### config.mk
export PLATFORM = sky130hd
export DESIGN_NAME = qdac_serial_port
export DESIGN_NICKNAME = d
export VERILOG_FILES = /design/src/qdac_pkg.sv /design/src/qdac_pin_sync.sv /design/src/qdac_serial_port.sv
export SDC_FILE = /design/constraint.sdc
export NUM_CORES = 1
export LEC_CHECK = 0
export ABC_AREA = 0
export BUFFER_PORTS_ARGS = -buffer_cell sky130_fd_sc_hd__buf_4
export CAP_MARGIN = 0
export CORE_ASPECT_RATIO = 0.5
export CORE_UTILIZATION = 60
export CTS_BUF_LIST = sky130_fd_sc_hd__clkbuf_4 sky130_fd_sc_hd__clkbuf_8
export DETAILED_ROUTE_END_ITERATION = 8
export PLACE_DENSITY = 0.83
export SYNTH_ARGS = -nofsm -noshare
export SYNTH_HDL_FRONTEND = slang
export SYNTH_SLANG_ARGS = --single-unit
export TNS_END_PERCENT = 1
### constraint.sdc
create_clock -name i_sys_clk -period 3 [get_ports i_sys_clk]
set_input_delay 0.15 -clock i_sys_clk [delete_from_list [all_inputs] [get_ports i_sys_clk]]
set_output_delay 0.15 -clock i_sys_clk [all_outputs]
set_load 0.01 [all_outputs]
### src/qdac_pkg.sv
package qdac_pkg;
   localparam int          WORD_BITS      = 24;
   localparam int          DATA_BITS      = 14;
   localparam int          NUM_CHAN       = 4;
   localparam int          CHAN_BITS      = 2;
   localparam int          CNT_BITS       = 5;
   localparam logic [4:0]  CNT_LAST       = 5'h18;
   // field positions inside the command word
   localparam int          POS_ZERO_HI    = 23;
   localparam int          POS_ZERO_LO    = 22;
   localparam int          POS_LOAD_HI    = 21;
   localparam int          POS_LOAD_LO    = 20;
   localparam int          POS_RSVD       = 19;
   localparam int          POS_SEL_HI     = 18;
   localparam int          POS_SEL_LO     = 17;
   localparam int          POS_PD         = 16;
   localparam int          POS_DATA_HI    = 15;
   localparam int          POS_DATA_LO    = 2;
   // stored value: powerdown flag above the 14-bit field
   localparam int          VAL_BITS       = DATA_BITS + 1;
   localparam logic [14:0] VAL_ZERO       = 15'h0000;
   localparam logic [14:0] VAL_MID        = 15'h2000;
   localparam logic [1:0]  LOAD_STORE     = 2'h0;
   localparam logic [1:0]  LOAD_UPDATE    = 2'h1;
   localparam logic [1:0]  LOAD_SIMUL     = 2'h2;
   localparam logic [1:0]  LOAD_BCAST     = 2'h3;
endpackage : qdac_pkg

### src/qdac_pin_sync.sv
`timescale 1ns/1ps
module qdac_pin_sync
   import qdac_pkg::*;
#(
   parameter int WIDTH = 3
)
(
   input  wire logic             i_sys_clk,
   input  wire logic             i_rstn,
   input  wire logic [WIDTH-1:0] i_async,
   output logic      [WIDTH-1:0] o_sync,
   output logic      [WIDTH-1:0] o_sync_dly
);
   // first stage feeds only the second stage
   logic [WIDTH-1:0] meta_reg;
   logic [WIDTH-1:0] sync_reg;
   logic [WIDTH-1:0] dly_reg;

   always_ff @(posedge i_sys_clk or negedge i_rstn)
   begin
      if (!i_rstn)
      begin
         meta_reg <= '1;
         sync_reg <= '1;
         dly_reg  <= '1;
      end
      else
      begin
         meta_reg <= i_async;
         sync_reg <= meta_reg;
         dly_reg  <= sync_reg;
      end
   end

   assign o_sync     = sync_reg;
   assign o_sync_dly = dly_reg;
endmodule : qdac_pin_sync

### src/qdac_serial_port.sv
// Operation
// 24-bit word: control, 14-bit data, two ignored
// first received bit lands in bit 23
// sample data on each clock fall while framed
// lock word after 24th fall, ignore more
// execute command at 24th fall, not frame end
// frame select fall starts fresh frame
// early frame end discards partial word
// host keeps gap before next frame select fall
// host limits serial clock rate
// data field is straight binary
// reset clears all, outputs zero or mid
// host releases reset before framing, fixes level
// host sends zeros in bits 23, 22, 19
// bits 18:17 choose channel
// codes 0..3 map to channels a..d
// bit 16 marks a powerdown command
// mode 00 writes selected buffer only
// mode 01 writes selected buffer and dac
// mode 10 selected from word, others from buffers
// mode 11 broadcast, address ignored
// broadcast bit 18 picks buffers or word
// powerdown mode bits stored as opaque code
`timescale 1ns/1ps
module qdac_serial_port
   import qdac_pkg::*;
#(
   parameter int NCH = NUM_CHAN
)
(
   input  wire logic                          i_sys_clk,
   input  wire logic                          i_rstn,
   input  wire logic                          i_frame_n,
   input  wire logic                          i_sclk,
   input  wire logic                          i_sdata,
   input  wire logic                          i_clear_level_select,
   output logic      [NCH-1:0][VAL_BITS-1:0]  o_dac_value,
   output logic      [NCH-1:0][VAL_BITS-1:0]  o_buf_value,
   output logic                               o_cmd_done
);

   logic [2:0] pin_now;
   logic [2:0] pin_old;

   qdac_pin_sync #(
      .WIDTH (3)
   ) qdac_pin_sync_inst (
      .i_sys_clk  (i_sys_clk),
      .i_rstn     (i_rstn),
      .i_async    ({i_frame_n, i_sclk, i_sdata}),
      .o_sync     (pin_now),
      .o_sync_dly (pin_old)
   );

   logic frame_n;
   logic sclk_fall;
   logic frame_fall;
   logic sdata;

   assign frame_n    = pin_now[2];
   assign sclk_fall  = pin_old[1] & ~pin_now[1];
   assign frame_fall = pin_old[2] & ~pin_now[2];
   // data taken one sample behind the clock fall, so setup before the fall holds
   assign sdata      = pin_old[0];

   typedef struct packed
   {
      logic [WORD_BITS-1:0]          shift;
      logic [CNT_BITS-1:0]           count;
      logic                          locked;
      logic                          framed;
      logic                          done;
      logic                          seeded;
      logic [NCH-1:0][VAL_BITS-1:0]  bufs;
      logic [NCH-1:0][VAL_BITS-1:0]  dacs;
   } qdac_state_type;

   qdac_state_type state_reg;
   qdac_state_type state_next;

   function automatic logic [VAL_BITS-1:0] word_value
   (
      input logic [WORD_BITS-1:0] w
   );
      // powerdown flag rides along so that later loads keep it
      word_value = {w[POS_PD], w[POS_DATA_HI:POS_DATA_LO]};
   endfunction : word_value

   logic [WORD_BITS-1:0]  word;
   logic [1:0]            load_mode;
   logic [CHAN_BITS-1:0]  chan_sel;
   logic [VAL_BITS-1:0]   rx_value;

   always_comb
   begin
      state_next      = state_reg;
      state_next.done = 1'b0;
      word      = state_reg.shift;
      load_mode = 2'h0;
      chan_sel  = '0;
      rx_value  = '0;
      if (!state_reg.seeded)
      begin
         // reset level caught once after release, not under the reset
         state_next.seeded = 1'b1;
         for (int i = 0; i < NCH; i++)
         begin
            state_next.bufs[i] = i_clear_level_select ? VAL_MID
                                                      : VAL_ZERO;
            state_next.dacs[i] = state_next.bufs[i];
         end
      end
      else if (frame_fall)
      begin
         state_next.count  = '0;
         state_next.locked = 1'b0;
         state_next.framed = 1'b1;
      end
      else if (frame_n)
      begin
         // partial word dropped with no effect on buffers or dacs
         state_next.count  = '0;
         state_next.framed = 1'b0;
      end
      else if (sclk_fall && state_reg.framed && !state_reg.locked)
      begin
         word = {state_reg.shift[WORD_BITS-2:0], sdata};
         state_next.shift = word;
         state_next.count = state_reg.count + 5'h01;
         if (state_next.count == CNT_LAST)
         begin
            state_next.locked = 1'b1;
            state_next.done   = 1'b1;
            load_mode = word[POS_LOAD_HI:POS_LOAD_LO];
            chan_sel  = word[POS_SEL_HI:POS_SEL_LO];
            rx_value  = word_value(word);
            case (load_mode)
               LOAD_STORE:
                  state_next.bufs[chan_sel] = rx_value;
               LOAD_UPDATE:
               begin
                  state_next.bufs[chan_sel] = rx_value;
                  state_next.dacs[chan_sel] = rx_value;
               end
               LOAD_SIMUL:
               begin
                  for (int i = 0; i < NCH; i++)
                     state_next.dacs[i] = state_reg.bufs[i];
                  state_next.bufs[chan_sel] = rx_value;
                  state_next.dacs[chan_sel] = rx_value;
               end
               LOAD_BCAST:
               begin
                  for (int i = 0; i < NCH; i++)
                  begin
                     if (word[POS_SEL_HI])
                     begin
                        state_next.bufs[i] = rx_value;
                        state_next.dacs[i] = rx_value;
                     end
                     else
                        state_next.dacs[i] = state_reg.bufs[i];
                  end
               end
               default:
                  state_next.done = 1'b0;
            endcase
         end
      end
   end

   always_ff @(posedge i_sys_clk or negedge i_rstn)
   begin
      if (!i_rstn)
         state_reg <= '0;
      else
         state_reg <= state_next;
   end

   assign o_dac_value = state_reg.dacs;
   assign o_buf_value = state_reg.bufs;
   assign o_cmd_done  = state_reg.done;
endmodule : qdac_serial_port

==> out/metrics.json, run 1 <==
{
  "final_report_max_slew_violation_count": 0,
  "seq_area_frac_synth_pct": 45.3,
  "run_status": "complete, no violations",
  "postCtsSetupBuffers": 0,
  "row_count": 30,
  "min_delay_path_class": "input pin to flop",
  "post_cts_resized": 0,
  "effective_utilization_at_floorplan_pct": 63.2,
  "unrepaired_setup_endpoints_after_global_routing": "false",
  "clkSlewWorstSetupHoldPaths_ps": 90,
  "power.static_leakage_nw": 4.45,
  "gr-usage-all-layers_pct": 29.3,
  "arrival_time_at_the_worst_endpoint_ps": 2790,
  "timing.hold.worst_path_depth": 3,
  "antenna_found_initial": 0,
  "most_used_flip_flop_cell_after_synthesis": "sky130_fd_sc_hd__dfrtp_1",
  "timing_worst_slew_pin_value_ps": 903,
  "number_of_global_route_vias_before_repair": 6006,
  "fp.coreArea_sq_um": 13900,
  "maxCapViolations": 0,
  "floorplan.die.height_um": 87.6,
  "buffers_from_clock_root_to_sink_at_most": 2,
  "final_period_minus_worst_setup_slack_ps": 2450,
  "power.density_nw_per_um2": 422,
  "numCtsBuffers": 17,
  "setup_viol_count_final": 0,
  "die_area_sq_um": 15200,
  "global_route.usage.met2_pct": 43.5,
  "area.growth.synth_to_final_pct": 7.80,
  "drt_pass1_iterations": 5,
  "yosys_warnings": 0,
  "die_x_um": 173,
  "worstSetupEndpointType": "flop",
  "critPathCapture": "o_dac_value[46]",
  "r2r.worst_path.cells": 6,
  "drcViolationCount": 0,
  "worst_slack_ps": 545,
  "async_flop_share_pct": 100,
  "hold_violations": 0,
  "timing.reg2reg.setup_slack_ps": 550,
  "fin_nets": 813,
  "r2r-end": "o_dac_value[46]",
  "cts.sink_count": 159,
  "detailed_place_hpwl_um": 14600,
  "global_route.usage.met1_pct": 42.6,
  "cts_tree": "done",
  "synth_cells": 813,
  "setup.worst_path.class": "flop to flop",
  "synth_fp_nets": 821,
  "avg_wl_per_cell_um": 21.4,
  "slew_headroom_pct": 39.8,
  "avgSynthCellArea_sq_um": 10.8,
  "cp-startpoint": "state_reg[124]",
  "post_synth_num_cell_types": 58,
  "preCtsSetupSlack_ps": 572,
  "global_route_wire_length_before_repair_um": 34000,
  "layout.cells.most_common": "sky130_fd_sc_hd__buf_4",
  "synth_enable_flop_cells": 0,
  "syn-cell-area_sq_um": 8800,
  "grt_max_degree": 70,
  "port_buffer_count": 126,
  "fin_tns_setup_ps": 0,
  "postRouteWirelength_um": 21600,
  "cp_max_fo": 21,
  "pin_count": 127,
  "ys_ff_latch": 159,
  "setup.worst_path.start_class": "flop",
  "insertedDiodeCount": 0,
  "num_vias": 6335,
  "timing.final.crit_share_pct": 81.8,
  "drive_gt1_share_pct": 33.7,
  "grt_busiest_layer": "met2",
  "regToRegStartpoint": "state_reg[124]",
  "worst_clock_skew_ps": 21.7,
  "final_cell_mix": "160 x sky130_fd_sc_hd__buf_4, 149 x sky130_fd_sc_hd__dfrtp_1, 61 x sky130_fd_sc_hd__mux2_2, 58 x sky130_fd_sc_hd__mux2i_1, 55 x sky130_fd_sc_hd__a22o_1",
  "gr-total-overflow": 0,
  "gp_routability_congestion": 0.923,
  "post_route_ant_nets": 0,
  "gr-usage-met3_pct": 6.34,
  "post_drt_via_cell_ratio": 6.27,
  "clock_latency_ps": 460,
  "cts_htree_levels": 4,
  "ir_worst_vdd_v": 0.000307,
  "cts_root_buf": "sky130_fd_sc_hd__clkbuf_8",
  "maximum_clock_frequency_mhz": 407,
  "worstPathRequired_ps": 3340,
  "cts_hold_repair.buffers": 4,
  "first_iter_violations": 535
}
==> metal layers <==
layer / wire length, um / part of all wire [%] / vias to the layer above
met1: 9440 / 44 / 3168
met2: 9710 / 45 / 333
li1: - / - / 2804
met4: 373 / 1.7 / 0
met5: 0 / 0 / -
met3: 2100 / 9.7 / 30
==> worst min path at each step <==
stage                                    start              end  slack (ps)
after floorplan                         i_rstn   o_buf_value[0]        -150
after global placement                  i_rstn  o_buf_value[51]         190
after detailed placement                i_rstn  o_dac_value[51]         190
after CTS                 i_clear_level_select  o_buf_value[13]          50
after global routing      i_clear_level_select  o_buf_value[58]          90
final                     i_clear_level_select  o_buf_value[13]          70
==> cell families after synthesis <==
family / after synthesis / synth area share, %
AND/OR/NAND/NOR: 121 / 6.61
adder cells (fa/ha/maj): 2 / 0.284
XOR/XNOR: 2 / 0.199
multiplexers: 122 / 14.8
other: 1 / 0.0426
AO/OA/AOI/OAI: 194 / 17.9
buffers and inverters: 212 / 14.8
flip-flops: 159 / 45.3
==> report_power, final <==
part	switching, W	internal (W)
sequential	0.0000254	0.00217
clock	0.000959	0.000644
combinational	0.000129	0.0000733
==> synth_stat cells (14+ instances only) <==
library cell | n | area share, %
sky130_fd_sc_hd__a22oi_1 | 28 | 2.4
sky130_fd_sc_hd__nor2_1 | 48 | 2.0
sky130_fd_sc_hd__o22ai_1 | 14 | 1.0
sky130_fd_sc_hd__mux2_2 | 61 | 7.8
sky130_fd_sc_hd__a32oi_1 | 14 | 1.4
sky130_fd_sc_hd__nand2b_1 | 16 | 1.1
sky130_fd_sc_hd__clkbuf_1 | 51 | 2.2
sky130_fd_sc_hd__buf_4 | 123 | 10
sky130_fd_sc_hd__dfrtp_1 | 150 | 43
sky130_fd_sc_hd__nand2_1 | 28 | 1.2
sky130_fd_sc_hd__inv_1 | 18 | 0.77
sky130_fd_sc_hd__o21ai_0 | 31 | 1.8
sky130_fd_sc_hd__a32o_1 | 15 | 1.7
sky130_fd_sc_hd__mux2i_1 | 58 | 6.6
sky130_fd_sc_hd__a22o_1 | 55 | 5.5
==> layout make-up <==
type,instances,area [sq um]
Inverter,19,71.3
Clock buffer,18,241
Multi-Input combinational cell,442,3510
Timing Repair Buffer,166,1270
Sequential cell,159,3990
Clock inverter,14,164
Tap cell,192,240
Fill cell,1056,4440
==> critical path, stage by stage, from the launching register on <==
cell and delay, ps:
sky130_fd_sc_hd__dfrtp_1 440, sky130_fd_sc_hd__ha_1 320, sky130_fd_sc_hd__nor3_2 300, sky130_fd_sc_hd__a31oi_4 180, sky130_fd_sc_hd__o41ai_4 410, sky130_fd_sc_hd__buf_4 310, sky130_fd_sc_hd__mux2_2 370
==> metrics by stage <==
step                      cell area, sq um  util, %  hold slack [ps]  std cells  total power [W]
after detailed placement              9040     64.9              192        974          0.00244
after CTS                             9490     68.1             53.6       1010          0.00403
after floorplan                       8800        -             -146        813          0.00235
final                                 9490     68.1             67.4       1010          0.00400
after global routing                  9490     68.1             89.5       1010          0.00413
after global placement                9040     64.9              193        974          0.00243
No activity file was read; power rests on OpenSTA's default activity.
==> run 2, diff against run 1 <==
- clock period: 3 -> 2.3 ns (I/O delays scaled with it)
==> run 2 against run 1 <==
Clock skew shrank 1.2 ps. Sequential cell count did not move. Critical path type unchanged. Sequential share of layout area is 1.1 points lower. First-iteration DRC count up 13%. Hold slack better by 49 ps.
==> out/metrics.json, run 2 (synthesis gave the netlist of run 1 again) <==
{
  "ir_worst_vdd": {"value": 0.000415, "unit": "V", "change": "+35%"},
  "worst_slack": {"value": 84.7, "unit": "ps", "change": "-461 ps"},
  "buffers_from_clock_root_to_sink_at_most": {"value": 2, "change": "unchanged"},
  "effective_utilization_at_floorplan": {"value": 63.2, "unit": "%", "change": "unchanged"},
  "cts.sink_count": {"value": 159, "change": "unchanged"},
  "die_x": {"value": 173, "unit": "um", "change": "unchanged"},
  "grt_max_degree": {"value": 68, "change": "-2.9%"},
  "fin_tns_setup": {"value": 0, "unit": "ps", "change": "unchanged"},
  "final_cell_mix": "170 x sky130_fd_sc_hd__buf_4, 147 x sky130_fd_sc_hd__dfrtp_1, 61 x sky130_fd_sc_hd__mux2_2, 58 x sky130_fd_sc_hd__mux2i_1, 55 x sky130_fd_sc_hd__a22o_1",
  "timing.reg2reg.setup_slack": {"value": 80, "unit": "ps", "change": "-460 ps"},
  "numCtsBuffers": {"value": 17, "change": "unchanged"},
  "r2r.worst_path.cells": {"value": 7, "change": "+1"},
  "post_route_ant_nets": {"value": 0, "change": "unchanged"},
  "gr-usage-all-layers": {"value": 30.5, "unit": "%", "change": "+1.2 points"},
  "cells_traversed_along_the_worst_timing_path": "nand2b_1 > o21ai_2 > a31oi_4 > buf_6 > o41ai_4 > buf_12 > mux2_2",
  "pin_count": {"value": 127, "change": "unchanged"},
  "seq_power_share": {"value": 53.7, "unit": "%", "change": "-1.2 points"},
  "crit_slowest_cell": "sky130_fd_sc_hd__dfrtp_2",
  "final_period_minus_worst_setup_slack": {"value": 2220, "unit": "ps", "change": "-239 ps"},
  "hold_violations": {"value": 0, "change": "unchanged"},
  "power.static_leakage": {"value": 4.57, "unit": "nW", "change": "+2.6%"},
  "timing.final.crit_share": {"value": 96.3, "unit": "%", "change": "+14 points"},
  "die_area": {"value": 15200, "unit": "sq um", "change": "unchanged"},
  "unrepaired_setup_endpoints_after_global_routing": "false",
  "preCtsSetupSlack": {"value": 43.4, "unit": "ps", "change": "-529 ps"},
  "port_buffer_count": {"value": 126, "change": "unchanged"},
  "postRouteWirelength": {"value": 22500, "unit": "um", "change": "+4.2%"},
  "hold_path_startpoint": "i_clear_level_select",
  "drt_pass1_iterations": {"value": 7, "change": "+2"},
  "fillCellCount": {"value": 1026, "change": "-2.8%"},
  "area.growth.synth_to_final_pct": 10.7,
  "pwr-share-clk": {"value": 40.9, "unit": "%", "change": "+0.8 points"},
  "power_switching_share": {"value": 27.0, "unit": "%", "change": "-0.77 points"},
  "avg_wl_per_cell": {"value": 21.9, "unit": "um", "change": "+2.4%"},
  "row_count": {"value": 30, "change": "unchanged"},
  "cts_htree_levels": {"value": 4, "change": "unchanged"},
  "finish.instance_area": {"value": 9750, "unit": "sq um", "change": "+2.7%"},
  "worst_clock_skew": {"value": 20.6, "unit": "ps", "change": "-1.16 ps"},
  "first_iter_violations": {"value": 605, "change": "+13%"},
  "floorplan.die.height": {"value": 87.6, "unit": "um", "change": "unchanged"},
  "internal-power": {"value": 0.00389, "unit": "W", "change": "+35%"},
  "setup.worst_path.start_class": "flop",
  "clock_latency": {"value": 460, "unit": "ps", "change": "about the same"},
  "maximum_clock_frequency": {"value": 451, "unit": "MHz", "change": "+11%"},
  "worstSetupEndpointType": "flop",
  "gr-total-overflow": {"value": 0, "change": "unchanged"},
  "regToRegStartpoint": "state_reg[128]",
  "power.density": {"value": 547, "unit": "nW/um^2", "change": "+30%"},
  "timing_worst_slew_pin_value": {"value": 959, "unit": "ps", "change": "+55.9 ps"},
  "detailed_place_hpwl": {"value": 15300, "unit": "um", "change": "+4.6%"},
  "run_status": "complete, no violations",
  "hold_path_end": "o_buf_value[28]",
  "cp_max_fo": {"value": 15, "change": "-29%"},
  "number_of_global_route_vias_before_repair": {"value": 6201, "change": "+3.2%"},
  "setup_viol_count_final": {"value": 0, "change": "unchanged"},
  "arrival_time_at_the_worst_endpoint": {"value": 2560, "unit": "ps", "change": "-230 ps"},
  "fp.coreArea": {"value": 13900, "unit": "sq um", "change": "unchanged"},
  "final_report_max_slew_violation_count": {"value": 0, "change": "unchanged"},
  "finalCoreUtilization": {"value": 70.0, "unit": "%", "change": "+1.9 points"},
  "r2r-end": "o_dac_value[23]",
  "clkSlewWorstSetupHoldPaths": {"value": 100, "unit": "ps", "change": "about the same"},
  "global_route_wire_length_before_repair": {"value": 35200, "unit": "um", "change": "+3.4%"},
  "antenna_found_initial": {"value": 0, "change": "unchanged"},
  "worstPathRequired": {"value": 2650, "unit": "ps", "change": "-690 ps"},
  "cts_tree": "done",
  "critPathMaxStageDelay": {"value": 460, "unit": "ps", "change": "+20 ps"},
  "min_delay_path_class": "input pin to flop",
  "postCtsSetupBuffers": {"value": 0, "change": "unchanged"},
  "combPwrFrac": {"value": 5.4, "unit": "%", "change": "+0.4 points"},
  "num_vias": {"value": 6483, "change": "+2.3%"},
  "cp-startpoint": "state_reg[128]",
  "maxCapViolations": {"value": 0, "change": "unchanged"},
  "setup.worst_path.class": "flop to flop",
  "fin_nets": {"value": 831, "change": "+2.2%"},
  "layout.cells.most_common": "sky130_fd_sc_hd__buf_4",
  "placed_cell_area": {"value": 9270, "unit": "sq um", "change": "+2.5%"},
  "gp_routability_congestion": {"value": 0.973, "change": "+5.3%"},
  "post_drt_via_cell_ratio": {"value": 6.31, "change": "+0.54%"},
  "cts_root_buf": "sky130_fd_sc_hd__clkbuf_8",
  "total_switching_power": {"value": 0.00144, "unit": "W", "change": "+30%"},
  "timing.hold.worst_path_depth": {"value": 4, "change": "+1"},
  "slew_headroom": {"value": 36.0, "unit": "%", "change": "-3.7 points"},
  "insertedDiodeCount": {"value": 0, "change": "unchanged"},
  "drive_gt1_share": {"value": 35.8, "unit": "%", "change": "+2.0 points"},
  "drcViolationCount": {"value": 0, "change": "unchanged"}
}
[run 2: cell types whose count changed in the layout (fill, tap and decap cells not counted), moves of 2 or more]
cell,previous run,this run
sky130_fd_sc_hd__inv_6,2,4
sky130_fd_sc_hd__dfrtp_1,149,147
sky130_fd_sc_hd__dfrtp_2,1,3
sky130_fd_sc_hd__inv_8,5,3
sky130_fd_sc_hd__buf_4,160,170
sky130_fd_sc_hd__buf_12,1,8
[run 2: worst max-delay path by stage]
stage,end,slack (ps)
after floorplan,o_dac_value[20],10
after global placement,o_dac_value[52],100
after detailed placement,o_dac_value[55],40
after CTS,o_dac_value[46],20
after global routing,o_dac_value[19],20
final,o_dac_value[23],80
[run 2: power groups by stage]
stage	Clock (W)	Sequential [W]	Combinational [W]
after floorplan	0	0.00290	0.000160
after global placement	0	0.00291	0.000282
after detailed placement	0	0.00291	0.000287
after CTS	0.00220	0.00286	0.000293
after global routing	0.00232	0.00287	0.000313
final	0.00218	0.00286	0.000291
[run 2: routing by layer]
| metal | track usage (%) | share of wire, % | vias to the layer above |
|---|---|---|---|
| li1 | - | - | 2831 |
| met1 | 44.4 | 44 | 3223 |
| met2 | 45.1 | 43 | 372 |
| met3 | 5.47 | 9.3 | 57 |
| met4 | 13.4 | 3.3 | 0 |
| met5 | 0 | 0 | - |
[run 2: metrics by stage]
| stage | hold WS [ps] | instances | total power [W] |
|---|---|---|---|
| 6_report | 117 | 1028 | 0.00534 |
| 5_1_grt | 127 | 1028 | 0.00550 |
| 4_1_cts | 97.0 | 1028 | 0.00535 |
| 3_5_place_dp | 68.5 | 992 | 0.00320 |
| 3_3_place_gp | 66.9 | 992 | 0.00320 |
| 2_1_floorplan | -181 | 813 | 0.00306 |
[run 2: repair_timing]
| item | in CTS | in global routing |
|---|---|---|
| resized for setup | 0 | 7 |
| endpoints found under the setup margin | 0 | 71 |
| hold buffers | 4 | 0 |
| endpoints found under the hold margin | 72 | 0 |
[run 2: layout make-up]
class	count	area [sq um]	area share [%]
clock buffer	18	248	2.54
clock inverter	14	171	1.76
inverter	19	71.3	0.732
multi-input combinational	442	3520	36.1
sequential	159	3990	41.0
tap	192	240	2.47
timing repair buffer	184	1500	15.4
[run 2: critical path: cells and delay by family (launching register included)]
family | cells | cell delay (ps)
AO/OA/AOI/OAI | 3 | 750
buffers and inverters | 2 | 370
flip-flops | 1 | 460
multiplexers | 1 | 360
AND/OR/NAND/NOR | 1 | 170
